**config.mk**
```make
export PLATFORM = sky130hd
export DESIGN_NAME = special_register_bank_zero
export DESIGN_NICKNAME = d
export VERILOG_FILES = /design/src/verilog/sfr_bank_pkg.sv /design/src/verilog/special_register_bank_zero.sv /design/src/verilog/sfr_cell_ram.sv /design/src/verilog/port_latch_block.sv
export SDC_FILE = /design/constraint.sdc
export NUM_CORES = 1
export LEC_CHECK = 0
export BUFFER_PORTS_ARGS = -buffer_cell sky130_fd_sc_hd__buf_2
export CELL_PAD_IN_SITES_DETAIL_PLACEMENT = 0
export CELL_PAD_IN_SITES_GLOBAL_PLACEMENT = 1
export CORE_UTILIZATION = 42
export CTS_CLUSTER_DIAMETER = 150
export DETAILED_ROUTE_END_ITERATION = 10
export PLACE_DENSITY_LB_ADDON = 0.1
export SYNTH_ARGS = -nofsm -noshare
export SYNTH_HDL_FRONTEND = slang
export SYNTH_SLANG_ARGS = --single-unit
export TNS_END_PERCENT = 100
```
**constraint.sdc**
```tcl
create_clock -name hclk -period 9.8 [get_ports hclk]
set_clock_uncertainty 0.05 [all_clocks]
set_input_delay 1.47 -clock hclk [delete_from_list [all_inputs] [get_ports hclk]]
set_output_delay 1.47 -clock hclk [all_outputs]
set_load 0.005 [all_outputs]
```
**src/verilog/sfr_bank_pkg.sv**
```systemverilog
// Purpose: shared constants for the bank-zero special register block
// Assumes: register index = data-memory address, byte address = index * 4
// Notes: 9-bit data-memory address, two bank bits above a 7-bit offset
package sfr_bank_pkg;
   localparam int DATA_W = 8;
   localparam int MEM_ADDR_W = 9;
   localparam int ADDR_LSB = 2;
   localparam int PC_UPPER_W = 5;

   // register indices (low seven bits of a data-memory address)
   localparam logic [6:0] OFS_WINDOW = 7'h00;
   localparam logic [6:0] OFS_TIMER_ZERO = 7'h01;
   localparam logic [6:0] OFS_PC_LOW = 7'h02;
   localparam logic [6:0] OFS_STATUS = 7'h03;
   localparam logic [6:0] OFS_POINTER = 7'h04;
   localparam logic [6:0] OFS_PORT_A = 7'h05;
   localparam logic [6:0] OFS_PC_UPPER = 7'h0A;
   localparam logic [6:0] OFS_INT_CTRL = 7'h0B;
   localparam logic [6:0] OFS_FLAGS_ONE = 7'h0C;
   localparam logic [6:0] OFS_FLAGS_TWO = 7'h0D;
   localparam logic [6:0] OFS_T1_LOW = 7'h0E;
   localparam logic [6:0] OFS_T1_HIGH = 7'h0F;
   localparam logic [6:0] OFS_T1_CTRL = 7'h10;
   localparam logic [6:0] OFS_T2_COUNT = 7'h11;
   localparam logic [6:0] OFS_T2_CTRL = 7'h12;
   localparam logic [6:0] OFS_LAST = 7'h12;
   localparam logic [1:0] BANK_ZERO = 2'h0;

   // reset values
   localparam logic [7:0] RST_WINDOW = 8'h00;
   localparam logic [7:0] RST_PC_LOW = 8'h00;
   localparam logic [7:0] RST_STATUS_POR = 8'h18;
   localparam logic [4:0] RST_PC_UPPER = 5'h00;
   localparam logic [7:0] RST_INT_CTRL = 8'h00;
   localparam logic [7:0] RST_FLAGS = 8'h00;
   localparam logic [7:0] RST_T1_CTRL = 8'h00;
   localparam logic [7:0] RST_T2_COUNT = 8'h00;
   localparam logic [7:0] RST_T2_CTRL = 8'h00;
   localparam logic [7:0] RST_POINTER = 8'h00;
   localparam logic [7:0] RST_PORT = 8'h00;

   // field positions and masks
   localparam int STATUS_IRP_BIT = 7;
   localparam int STATUS_TO_BIT = 4;
   localparam int STATUS_PD_BIT = 3;
   localparam int FLAGS_PSP_BIT = 7;
   localparam int INT_FLAG_W = 3;
   localparam logic [7:0] STATUS_WR_MASK = 8'hE7;
   localparam logic [7:0] INT_FLAG_MASK = 8'h07;
   localparam logic [7:0] FLAGS_ONE_MASK = 8'hF7;
   localparam logic [7:0] FLAGS_TWO_MASK = 8'h10;
   localparam logic [7:0] T1_CTRL_MASK = 8'h3F;
   localparam logic [7:0] T2_CTRL_MASK = 8'h7F;

   // storage-cell slots
   localparam int RAM_DEPTH = 4;
   localparam logic [1:0] SLOT_TIMER_ZERO = 2'h0;
   localparam logic [1:0] SLOT_T1_LOW = 2'h1;
   localparam logic [1:0] SLOT_T1_HIGH = 2'h2;

   // ports A to E
   localparam int PORT_COUNT = 5;
   localparam int PORT_WIDTH [PORT_COUNT] = '{6, 8, 8, 8, 3};
   localparam int PORT_D_INDEX = 3;

   // AHB-Lite
   localparam logic HRESP_OKAY = 1'b0;
endpackage

```
**src/verilog/special_register_bank_zero.sv**
```systemverilog
// Purpose: bank-zero special function registers behind an AHB-Lite slave
// Assumes: hresetn is the power-up reset, soft_reset_n the pin/watchdog one
// Notes: register index = data-memory address, byte address = index * 4
`timescale 1ns/10ps
// Notes on behaviour
// accesses to offset 00h go to the address held in the pointer
// the window has no storage and reads as zero on reset
// timer-zero and timer-one bytes are plain storage cells written and read as memory
// upper buffer holds five writable bits, cleared by every reset
// timer-one low byte is unknown at power-up, kept over other resets
// the sixteen-bit timer is two bytes at 0Eh and 0Fh, accessed apart
// buffer goes into program-counter bits 12..8 on a load, unreadable
// shared registers answer with the same content from every bank
// on the 28-pin part ports D and E are absent and read zero
// unimplemented bits and locations read zero; soft reset is pin/watchdog
// port writes go to the latch, port reads return the pin levels
module special_register_bank_zero #(
   parameter bit HAS_PORTS_DE = 1'b1
) (
   // clock and resets
   input wire logic hclk,
   input wire logic hresetn,
   input wire logic soft_reset_n,
   input wire logic reset_to_in,
   input wire logic reset_pd_in,
   // AHB-Lite slave
   input wire logic hsel,
   input wire logic [31:0] haddr,
   input wire logic [1:0] htrans,
   input wire logic hwrite,
   input wire logic [2:0] hsize,
   input wire logic [31:0] hwdata,
   input wire logic hready,
   output logic hreadyout,
   output logic [31:0] hrdata,
   output logic hresp,
   // core side
   input wire logic alu_flag_we,
   input wire logic [2:0] alu_flags,
   input wire logic pc_load,
   input wire logic [7:0] pc_load_low,
   output logic [12:0] pc_value,
   output logic [1:0] bank_select,
   // peripheral side
   input wire logic [2:0] int_flag_set,
   input wire logic [7:0] flags_one_set,
   input wire logic flags_two_set,
   output logic [7:0] interrupt_control_out,
   output logic [7:0] timer_one_control_out,
   output logic [7:0] timer_two_control_out,
   output logic [7:0] timer_two_count_out,
   // indirect data-memory port
   output logic [8:0] mem_addr,
   output logic [7:0] mem_wdata,
   output logic mem_we,
   output logic mem_re,
   input wire logic [7:0] mem_rdata,
   // port pins
   input wire logic [7:0] port_a_pins_in,
   input wire logic [7:0] port_b_pins_in,
   input wire logic [7:0] port_c_pins_in,
   input wire logic [7:0] port_d_pins_in,
   input wire logic [7:0] port_e_pins_in,
   output logic [7:0] port_a_latch_out,
   output logic [7:0] port_b_latch_out,
   output logic [7:0] port_c_latch_out,
   output logic [7:0] port_d_latch_out,
   output logic [7:0] port_e_latch_out
);
   import sfr_bank_pkg::*;

   typedef enum {ST_IDLE, ST_WRITE, ST_READ_ISSUE, ST_READ_WAIT, ST_READ_TAKE,
      ST_READ_DONE} bus_state_type;

   bus_state_type state_reg, state_next;
   logic [8:0] acc_addr_reg;
   logic [7:0] hrdata_reg;
   logic [7:0] pc_low_reg, pc_low_next;
   logic [4:0] pc_upper_reg, pc_high_reg;
   logic [7:0] status_reg, status_next;
   logic [7:0] pointer_reg;
   logic [7:0] int_ctrl_reg, int_ctrl_next;
   logic [7:0] flags_one_reg, flags_one_next;
   logic [7:0] flags_two_reg, flags_two_next;
   logic [7:0] t1_ctrl_reg, t2_ctrl_reg, t2_count_reg;
   logic [8:0] mem_addr_reg;
   logic [7:0] mem_wdata_reg;
   logic mem_we_reg, mem_re_reg;
   logic [7:0] ram_rdata;

   ////////////////////////////////////////////////////////////////////////////
   // bus handshake
   wire accept = hsel && hready && htrans[1];
   wire wr_fire = (state_reg == ST_WRITE);
   wire rd_issue = (state_reg == ST_READ_ISSUE);
   wire rd_take = (state_reg == ST_READ_TAKE);
   wire [7:0] wdata = hwdata[7:0];

   // next bus state
   always_comb begin
      state_next = state_reg;
      case (state_reg)
         ST_READ_ISSUE: state_next = ST_READ_WAIT;
         ST_READ_WAIT: state_next = ST_READ_TAKE;
         ST_READ_TAKE: state_next = ST_READ_DONE;
         default: begin
            if (accept) begin
               state_next = hwrite ? ST_WRITE : ST_READ_ISSUE;
            end else begin
               state_next = ST_IDLE;
            end
         end
      endcase
   end

   // state and captured address phase
   always_ff @(posedge hclk or negedge hresetn) begin
      if (!hresetn) begin
         state_reg <= ST_IDLE;
         acc_addr_reg <= '0;
      end else begin
         state_reg <= state_next;
         if (accept) begin
            acc_addr_reg <= haddr[ADDR_LSB +: MEM_ADDR_W];
         end
      end
   end

   assign hreadyout = !(rd_issue || state_reg == ST_READ_WAIT || rd_take);
   assign hresp = HRESP_OKAY;
   assign hrdata = {24'h000000, hrdata_reg};

   ////////////////////////////////////////////////////////////////////////////
   // target decode: window redirect and bank aliasing
   wire via_window = (acc_addr_reg[6:0] == OFS_WINDOW);
   wire [8:0] tgt = via_window ? {status_reg[STATUS_IRP_BIT], pointer_reg} : acc_addr_reg;
   wire [6:0] tgt_low = tgt[6:0];
   wire tgt_bank0 = (tgt[8:7] == BANK_ZERO);
   wire tgt_shared = (tgt_low == OFS_WINDOW) || (tgt_low == OFS_PC_LOW) ||
      (tgt_low == OFS_STATUS) || (tgt_low == OFS_POINTER) ||
      (tgt_low == OFS_PC_UPPER) || (tgt_low == OFS_INT_CTRL);
   wire local_hit = (tgt_bank0 && tgt_low <= OFS_LAST) || tgt_shared;
   wire ext_hit = via_window && !local_hit;

   // per-register selects (window-to-window selects nothing)
   wire sel_t0 = local_hit && tgt_low == OFS_TIMER_ZERO;
   wire sel_pcl = local_hit && tgt_low == OFS_PC_LOW;
   wire sel_status = local_hit && tgt_low == OFS_STATUS;
   wire sel_pointer = local_hit && tgt_low == OFS_POINTER;
   wire sel_upper = local_hit && tgt_low == OFS_PC_UPPER;
   wire sel_intc = local_hit && tgt_low == OFS_INT_CTRL;
   wire sel_f1 = local_hit && tgt_low == OFS_FLAGS_ONE;
   wire sel_f2 = local_hit && tgt_low == OFS_FLAGS_TWO;
   wire sel_t1l = local_hit && tgt_low == OFS_T1_LOW;
   wire sel_t1h = local_hit && tgt_low == OFS_T1_HIGH;
   wire sel_t1c = local_hit && tgt_low == OFS_T1_CTRL;
   wire sel_t2 = local_hit && tgt_low == OFS_T2_COUNT;
   wire sel_t2c = local_hit && tgt_low == OFS_T2_CTRL;
   wire sel_ram = sel_t0 || sel_t1l || sel_t1h;
   wire [1:0] ram_slot = sel_t1l ? SLOT_T1_LOW : (sel_t1h ? SLOT_T1_HIGH : SLOT_TIMER_ZERO);

   ////////////////////////////////////////////////////////////////////////////
   // timer bytes and timer-zero count in storage cells
   sfr_cell_ram #(
      .DEPTH(RAM_DEPTH),
      .ADDR_W(2),
      .WIDTH(DATA_W)
   ) u_cells (
      .hclk(hclk),
      .hresetn(hresetn),
      .write_en(wr_fire && sel_ram),
      .write_addr(ram_slot),
      .write_data(wdata),
      .read_en(rd_issue && sel_ram),
      .read_addr(ram_slot),
      .read_data_reg(ram_rdata)
   );

   ////////////////////////////////////////////////////////////////////////////
   // ports A to E
   logic [7:0] port_pins [PORT_COUNT];
   logic [7:0] port_read [PORT_COUNT];
   logic [7:0] port_latch [PORT_COUNT];
   logic [7:0] port_read_sel;

   assign port_pins = '{port_a_pins_in, port_b_pins_in, port_c_pins_in,
      port_d_pins_in, port_e_pins_in};

   genvar gi;
   generate
      for (gi = 0; gi < PORT_COUNT; gi++) begin : g_port
         wire port_sel = local_hit && tgt_bank0 && (tgt_low == 7'(OFS_PORT_A + gi));
         port_latch_block #(
            .WIDTH(PORT_WIDTH[gi]),
            .BUILT((gi < PORT_D_INDEX) || HAS_PORTS_DE)
         ) u_port (
            .hclk(hclk),
            .hresetn(hresetn),
            .write_en(wr_fire && port_sel),
            .write_data(wdata),
            .read_value(port_read[gi]),
            .pins_in(port_pins[gi]),
            .latch_out_reg(port_latch[gi])
         );
      end
   endgenerate

   // read-back of the selected port, zero when none selected
   always_comb begin
      port_read_sel = 8'h00;
      for (int i = 0; i < PORT_COUNT; i++) begin
         if (local_hit && tgt_bank0 && tgt_low == 7'(OFS_PORT_A + i)) begin
            port_read_sel = port_read[i];
         end
      end
   end

   assign port_a_latch_out = port_latch[0];
   assign port_b_latch_out = port_latch[1];
   assign port_c_latch_out = port_latch[2];
   assign port_d_latch_out = port_latch[3];
   assign port_e_latch_out = port_latch[4];

   ////////////////////////////////////////////////////////////////////////////
   // next values of core and flag registers
   wire [7:0] status_wr = (status_reg & ~STATUS_WR_MASK) | (wdata & STATUS_WR_MASK);
   wire [7:0] status_bus = (wr_fire && sel_status) ? status_wr : status_reg;
   assign status_next = alu_flag_we ? {status_bus[7:3], alu_flags} : status_bus;
   assign pc_low_next = (wr_fire && sel_pcl) ? wdata : pc_load_low;
   // hardware set wins over a clearing write
   assign int_ctrl_next = ((wr_fire && sel_intc) ? wdata : int_ctrl_reg) |
      {5'h00, int_flag_set};
   wire [7:0] f1_set_mask = HAS_PORTS_DE ? FLAGS_ONE_MASK :
      (FLAGS_ONE_MASK & ~(8'h01 << FLAGS_PSP_BIT));
   assign flags_one_next = (((wr_fire && sel_f1) ? wdata : flags_one_reg) |
      flags_one_set) & f1_set_mask;
   assign flags_two_next = (((wr_fire && sel_f2) ? wdata : flags_two_reg) |
      {3'h0, flags_two_set, 4'h0}) & FLAGS_TWO_MASK;

   // program counter low byte, upper buffer and upper bits
   always_ff @(posedge hclk or negedge hresetn) begin
      if (!hresetn) begin
         pc_low_reg <= RST_PC_LOW;
         pc_upper_reg <= RST_PC_UPPER;
         pc_high_reg <= RST_PC_UPPER;
      end else if (!soft_reset_n) begin
         pc_low_reg <= RST_PC_LOW;
         pc_upper_reg <= RST_PC_UPPER;
         pc_high_reg <= RST_PC_UPPER;
      end else begin
         if (wr_fire && sel_upper) begin
            pc_upper_reg <= wdata[PC_UPPER_W-1:0];
         end
         if (pc_load || (wr_fire && sel_pcl)) begin
            pc_low_reg <= pc_low_next;
            pc_high_reg <= pc_upper_reg;
         end
      end
   end

   // status, interrupt control and peripheral flags
   always_ff @(posedge hclk or negedge hresetn) begin
      if (!hresetn) begin
         status_reg <= RST_STATUS_POR;
         int_ctrl_reg <= RST_INT_CTRL;
         flags_one_reg <= RST_FLAGS;
         flags_two_reg <= RST_FLAGS;
      end else if (!soft_reset_n) begin
         status_reg <= {3'h0, reset_to_in, reset_pd_in, status_reg[2:0]};
         int_ctrl_reg <= {7'h00, int_ctrl_reg[0]};
         flags_one_reg <= RST_FLAGS;
         flags_two_reg <= RST_FLAGS;
      end else begin
         status_reg <= status_next;
         int_ctrl_reg <= int_ctrl_next;
         flags_one_reg <= flags_one_next;
         flags_two_reg <= flags_two_next;
      end
   end

   // pointer and timer control registers
   always_ff @(posedge hclk or negedge hresetn) begin
      if (!hresetn) begin
         pointer_reg <= RST_POINTER;
         t1_ctrl_reg <= RST_T1_CTRL;
         t2_ctrl_reg <= RST_T2_CTRL;
         t2_count_reg <= RST_T2_COUNT;
      end else if (!soft_reset_n) begin
         t2_ctrl_reg <= RST_T2_CTRL;
         t2_count_reg <= RST_T2_COUNT;
      end else begin
         if (wr_fire && sel_pointer) begin
            pointer_reg <= wdata;
         end
         if (wr_fire && sel_t1c) begin
            t1_ctrl_reg <= wdata & T1_CTRL_MASK;
         end
         if (wr_fire && sel_t2c) begin
            t2_ctrl_reg <= wdata & T2_CTRL_MASK;
         end
         if (wr_fire && sel_t2) begin
            t2_count_reg <= wdata;
         end
      end
   end

   ////////////////////////////////////////////////////////////////////////////
   // indirect data-memory port, registered one cycle after the data phase
   always_ff @(posedge hclk or negedge hresetn) begin
      if (!hresetn) begin
         mem_addr_reg <= '0;
         mem_wdata_reg <= '0;
         mem_we_reg <= 1'b0;
         mem_re_reg <= 1'b0;
      end else begin
         mem_we_reg <= wr_fire && ext_hit;
         mem_re_reg <= rd_issue && ext_hit;
         if ((wr_fire || rd_issue) && ext_hit) begin
            mem_addr_reg <= tgt;
            mem_wdata_reg <= wdata;
         end
      end
   end

   assign mem_addr = mem_addr_reg;
   assign mem_wdata = mem_wdata_reg;
   assign mem_we = mem_we_reg;
   assign mem_re = mem_re_reg;

   ////////////////////////////////////////////////////////////////////////////
   // read selection; the window itself and gaps read zero
   wire [7:0] read_local =
      ({8{sel_ram}} & ram_rdata) |
      ({8{sel_pcl}} & pc_low_reg) |
      ({8{sel_status}} & status_reg) |
      ({8{sel_pointer}} & pointer_reg) |
      ({8{sel_upper}} & {3'h0, pc_upper_reg}) |
      ({8{sel_intc}} & int_ctrl_reg) |
      ({8{sel_f1}} & flags_one_reg) |
      ({8{sel_f2}} & flags_two_reg) |
      ({8{sel_t1c}} & t1_ctrl_reg) |
      ({8{sel_t2}} & t2_count_reg) |
      ({8{sel_t2c}} & t2_ctrl_reg) |
      port_read_sel;
   wire [7:0] read_value = ext_hit ? mem_rdata : read_local;

   // read data register, holds until the next read is taken
   always_ff @(posedge hclk or negedge hresetn) begin
      if (!hresetn) begin
         hrdata_reg <= RST_WINDOW;
      end else if (rd_take) begin
         hrdata_reg <= read_value;
      end
   end

   ////////////////////////////////////////////////////////////////////////////
   // outputs toward core and peripherals
   assign pc_value = {pc_high_reg, pc_low_reg};
   assign bank_select = status_reg[6:5];
   assign interrupt_control_out = int_ctrl_reg;
   assign timer_one_control_out = t1_ctrl_reg;
   assign timer_two_control_out = t2_ctrl_reg;
   assign timer_two_count_out = t2_count_reg;
endmodule

```
**src/verilog/sfr_cell_ram.sv**
```systemverilog
// Purpose: small static storage for plain data registers of the bank
// Assumes: one write and one read port, read data registered
// Notes: cells carry no reset, their power-up content is unknown
`timescale 1ns/10ps
module sfr_cell_ram #(
   parameter int DEPTH = 4,
   parameter int ADDR_W = 2,
   parameter int WIDTH = 8
) (
   // clock and reset
   input wire logic hclk,
   input wire logic hresetn,
   // write side
   input wire logic write_en,
   input wire logic [ADDR_W-1:0] write_addr,
   input wire logic [WIDTH-1:0] write_data,
   // read side
   input wire logic read_en,
   input wire logic [ADDR_W-1:0] read_addr,
   output logic [WIDTH-1:0] read_data_reg
);
   logic [WIDTH-1:0] cell_mem [DEPTH];

   // cell write, no reset so timer bytes keep value over soft resets
   always_ff @(posedge hclk) begin
      if (write_en) begin
         cell_mem[write_addr] <= write_data;
      end
   end

   // registered read port
   always_ff @(posedge hclk or negedge hresetn) begin
      if (!hresetn) begin
         read_data_reg <= '0;
      end else if (read_en) begin
         read_data_reg <= cell_mem[read_addr];
      end
   end
endmodule

```
**src/verilog/port_latch_block.sv**
```systemverilog
// Purpose: output latch of one I/O port with pin read-back
// Assumes: pin levels are synchronous to hclk
// Notes: an unbuilt port holds no latch and reads as zero
`timescale 1ns/10ps
module port_latch_block #(
   parameter int WIDTH = 8,
   parameter bit BUILT = 1'b1
) (
   // clock and reset
   input wire logic hclk,
   input wire logic hresetn,
   // register side
   input wire logic write_en,
   input wire logic [7:0] write_data,
   output logic [7:0] read_value,
   // pin side
   input wire logic [7:0] pins_in,
   output logic [7:0] latch_out_reg
);
   import sfr_bank_pkg::*;

   localparam logic [7:0] WIDTH_MASK = 8'((9'h001 << WIDTH) - 9'h001);
   localparam logic [7:0] BUILT_MASK = BUILT ? WIDTH_MASK : 8'h00;

   // writes land in the latch only
   always_ff @(posedge hclk or negedge hresetn) begin
      if (!hresetn) begin
         latch_out_reg <= RST_PORT;
      end else if (write_en) begin
         latch_out_reg <= write_data & BUILT_MASK;
      end
   end

   // reads show the pins, unbuilt and missing bits as zero
   assign read_value = pins_in & BUILT_MASK;
endmodule

```
# Word-level counts from Yosys, hierarchy flattened
# Memories as Yosys holds them, arrays and structs flattened. A register that Yosys moved wholly into a read port is not among the register bits.
# Index checks and enable logic that the tools add are counted.
# totals
register_bits	178
ram_bits	32
inputBits	150
out_inout_bits	140
elab_cells	181
mem_count	1
# memory_table
name	depth	word_bits	rd	rd_clocked_by_memory_dff	wr	line_no	text
u_cells.cell_mem	4	8	1	1	1	sfr_cell_ram.sv:22	logic [WIDTH-1:0] cell_mem [DEPTH];
# op_classes
n_lt_le_gt_ge	1
n_eq_ne	29
mux	34
bitwise	26
reduce_logical	65
# op_table
operator	count
8-bit two-way mux	18
32-bit by 2-bit == test with 1-bit output, second input constant	3
32-bit by 3-bit == test with 1-bit output, second input constant	3
8-bit OR	12
32-bit one-hot mux with 3 select lines	1
8-bit AND	8
7-bit by 4-bit == test with 1-bit output, second input constant	8
1-bit logical AND	43
32-bit by 4-bit == test with 1-bit output, second input constant	1
5-bit two-way mux	6
7-bit by 3-bit == test with 1-bit output, second input constant	4
7-bit by 5-bit == test with 1-bit output, second input constant	3
8-bit by 5-bit AND with 8-bit output	2
7-bit by 2-bit == test with 1-bit output, second input constant	2
7-bit zero test	2
1-bit logical OR	12
9-bit two-way mux	1
8-bit by 6-bit AND with 8-bit output	1
2-bit two-way mux	4
2-bit by 1-bit inequality test with 1-bit output, second input constant	4
5-bit by 8-bit OR with 8-bit output	1
8-bit by 3-bit OR with 8-bit output	1
7-bit by 1-bit == test with 1-bit output, second input constant	1
7-bit by 5-bit <= comparator with 1-bit output, second input constant	1
8 further kinds	13

# Depth between registers and ports, before layout
# depth
depth_word	25
depth_mapped	11
mapped_depth_nobuf	7

# Modules after synthesis
# A second synthesis with hierarchy kept.
# hier_totals
hier_cells	862
area_unflattened_um2	9613.0
# by_module_without_submodules
mod	n_inst	cells_per_inst	area_each_um2	seq_area_each_um2
special_register_bank_zero	1	661	6381.1	2755.1
sfr_cell_ram	1	82	1516.5	1161.1
port_latch_block (g_port[1].u_port ...)	3	25	391.6	200.2
port_latch_block (g_port[0].u_port)	1	24	330.3	150.1
port_latch_block (g_port[4].u_port)	1	20	210.2	75.1

# Worst setup path after synthesis
# No wires, ideal clock.
# synth_timing
path_type	register -> register
startpoint	reg acc_addr_reg[6]
endpoint	mem u_cells.cell_mem[0][0] (enable)
setup_ps	419
t_arrival_ps	3464
required_time_ps	9331
path_slack_ps	5866
stages_incl_launch_ff	9
path_buffers	2
synth_period_minus_slack_ps	3934
cell_sequence	dfrtp_1 -> or3_1 -> buf_6 -> o41a_4 -> o32a_4 -> nand3_2 -> buf_2 -> inv_1 -> a2111oi_0
# synth_between
elab_chain_cells	15
word_cells_on_any_way	30
cone_classes	order compare (1); eq/ne (8); mux (5); reduce/logical (16)
# synth_lines
element	line_no	text
start: declaration	special_register_bank_zero.sv:76	logic [8:0] acc_addr_reg;
start signal: assignment	special_register_bank_zero.sv:124	acc_addr_reg <= haddr[ADDR_LSB +: MEM_ADDR_W];
7-bit zero test	special_register_bank_zero.sv:135	wire via_window = (acc_addr_reg[6:0] == OFS_WINDOW);
9-bit two-way mux (*)	special_register_bank_zero.sv:136	wire [8:0] tgt = via_window ? {status_reg[STATUS_IRP_BIT], pointer_reg} : acc_addr_reg;
parallel branches: the longest is 13 deep, another holds 7-bit by 5-bit <= comparator with 1-bit output	--	
end: declaration	sfr_cell_ram.sv:22	
# Mark *: on every way between the ends.

# Final worst setup path
# layout_timing
startpoint	reg acc_addr_reg[2]
endpoint	mem u_cells.cell_mem[1][4] (enable)
# The elaborated chain is that of the path after synthesis.

==> metrics.cfg <==
[synthesis]
netlist_instances=774
synth_edf_count=24
syn_area_um2=8760
ys.flop_type=dfrtp_1
ys_types=80
synth.avg_cell_area_um2=11.3
yosysWarnings=0
yosysTopAreaCellShare_pct=42.6
ys_seq_area_share_pct=51.4
yosysTopAreaCell=dfrtp_1
netlist_top_cells_area=dfrtp_1 (43%), edfxtp_1 (8.2%), mux2_2 (8.2%)
ys_async_sr_fraction_pct=86.3
synth_seq_cells=175

[floorplanning]
initial_core_util_pct=43.0
die_h_um=146
ioPinCount=290
fp.coreArea_um2=20400
num_rows=52
die_x_um=146
dieArea_um2=21400

[routing]
dr.max_layer_used=met5
drcViolationCount=0
wl_per_cell_um=22.4
detail_route.first_pass.iterations=8
ant_nets=0
wl_met1_um=12100
drtIter0Drc=636
viasPerCell=5.74
wl_met2_um=12800
vias=7055
wl_met3_um=2030
wl_um=27500

[worst_setup_path]
timing.rr.start=acc_addr_reg[2]$_DFFE_PN0P_
start_kind=register
rr_worst_depth=7
cp-endpoint=u_cells.cell_mem[1][4]$_DFFE_PP_
critPathRequiredTime_ps=9800
crit_type=reg -> reg
critPathArrivalTime_ps=3990
end_kind=register
timing.rr.end=u_cells.cell_mem[1][4]$_DFFE_PP_
startpoint=acc_addr_reg[2]$_DFFE_PN0P_
cp_max_fo=27
r2r_setup_slack_ps=5800

[layout]
nets=1095
drive_above_1_share_pct=35.0
largest_reg_flops=33
final_core_util_pct=51.0
layout_common_cells=buf_2 (194), dfrtp_1 (149), mux2_2 (64), nand2_1 (58), mux2i_1 (43)
syn_to_final_growth_pct=18.5
mostFrequentLayoutCell=buf_2
stdcell_area_um2=10400

[power]
power_frac_clock_pct=33.3
powerDensity_nw_per_um2=202
switching_share_pct=32.8
max-vdd-ir-drop_v=0.000120
comb_power_share_pct=23.0
leakagePower_nw=4.81
power_switching_mw=0.687
p_seq_share_pct=43.7
intPower_mw=1.41

[placement]
place_ws_ps=5800
placed_area_um2=9780
hpwl_um=19500
port_buffers=195
globalplace.congestion=0.880

[sta]
max_slew_margin_pct=21.6
hold_viol=0
rsz0062_at_grt=false
worst_pin_slew_ps=1160
fin_tns_setup_ps=0
max_freq_mhz=250
final-setup-viol-count=0
post-route-min-period_ps=4000
slew_viol_final=0
fin_ws_ps=5800
finalCritPeriodShare_pct=40.8

[run]
maxCapViolCount=0

[clocking]
clk_latency_ps=430
path_clk_slew_ps=70
clock_path_buffers=2
postCtsSetupRepairBufs=0
cts-root-buf=clkbuf_16
h-tree-depth=4
clkSinkCount=175
cts_buffers=17
cts_tree=done
cts_resized=0
cts_hold_buffers=0

[grt]
grt_usage_pct=26.2
grt_antenna_before_repair=6
overflow=0
grt_pass1_wl_um=41800
grt_start_max_net_pins=84
first_global_vias=6927

[hold_path]
hp-start=mem_addr[1]$_DFFE_PN0P_
hold_class=reg -> reg

[outcome]
status=finished, final reports clean

[cell usage after synthesis, types with 3 or more instances]
master,instances
a21oi_1,22
a222oi_1,3
a22o_1,5
a22oi_1,15
a31o_2,6
a31oi_1,17
a32o_1,6
a32oi_1,10
and2_1,4
and3_1,3
buf_2,11
buf_4,40
buf_6,3
clkbuf_1,33
dfrtp_1,149
edfxtp_1,24
inv_1,9
mux2_2,64
mux2i_1,43
nand2_1,58
nand2b_1,3
nand3_1,17
nand4_1,5
nor2_1,33
nor2b_1,35
nor3_1,8
nor3b_1,4
nor4_1,5
o211a_1,9
o211ai_1,5
o21a_1,3
o21ai_0,27
o22ai_1,21
o311a_1,7
or4_1,4
[kinds of logic (layout without fill, tap and decap cells)]
family	Yosys count	count (layout)	synth area share [%]
AOI/OAI and AO/OA	194	194	17.2
and+or+nand+nor	194	194	11.4
DFF	175	175	51.4
muxes	109	109	13.4
buffers and inverters	99	249	6.37
xor gates and xnor gates	2	2	0.200
other	1	36	0.0428
[per-layer routing]
metal  vias to the layer above  GRT usage, %
li1                       3168             -
met1                      3498          35.2
met2                       341          41.6
met3                        42          6.47
met4                         6          8.23
met5                         -             0
[worst min-delay path by stage]
stage,to,depth (start not counted),slack (ps)
after CTS,mem_addr[4]$_DFFE_PN0P_,2,430
after global routing,mem_addr[6]$_DFFE_PN0P_,2,460
final,mem_addr[1]$_DFFE_PN0P_,2,430
after detailed placement,mem_addr[4]$_DFFE_PN0P_,2,420
after global placement,mem_addr[4]$_DFFE_PN0P_,2,410
after floorplan,u_cells.read_data_reg[2]$_DFFE_PN0P_,2,400
[cell type report]
cell class,count,area (um^2)
multi-input cells,534,3830
clock inverters,14,164
clock buffers,18,439
diodes,1,2.50
well taps,270,338
inverters,10,37.5
repair buffers,207,1070
flip-flops and latches,175,4500
fillers,1879,9980
[critical path, stage by stage, from the launching register on]
cell	delay (ps)
dfrtp_1	600
or4_1	720
o22ai_1	170
o311ai_1	150
or2_2	400
nand3_2	430
nand2_1	140
nor3_1	950
[through the flow]
step	hold WS (ps)	total power, mW	instances
after global placement	413	1.39	1196
after detailed placement	418	1.41	1196
after CTS	434	2.10	1228
after global routing	455	2.19	1228
final	429	2.09	1229
after floorplan	398	1.21	808
[power by group through the flow]
stage	Clock [mW]	Combinational (mW)	Sequential, mW
finish	0.696	0.482	0.915
global route	0.737	0.525	0.929
CTS	0.707	0.482	0.913
detailed placement	0	0.480	0.927
global placement	0	0.472	0.922
floorplan	0	0.302	0.905
Note: power is estimated with default switching activity, not from simulation.
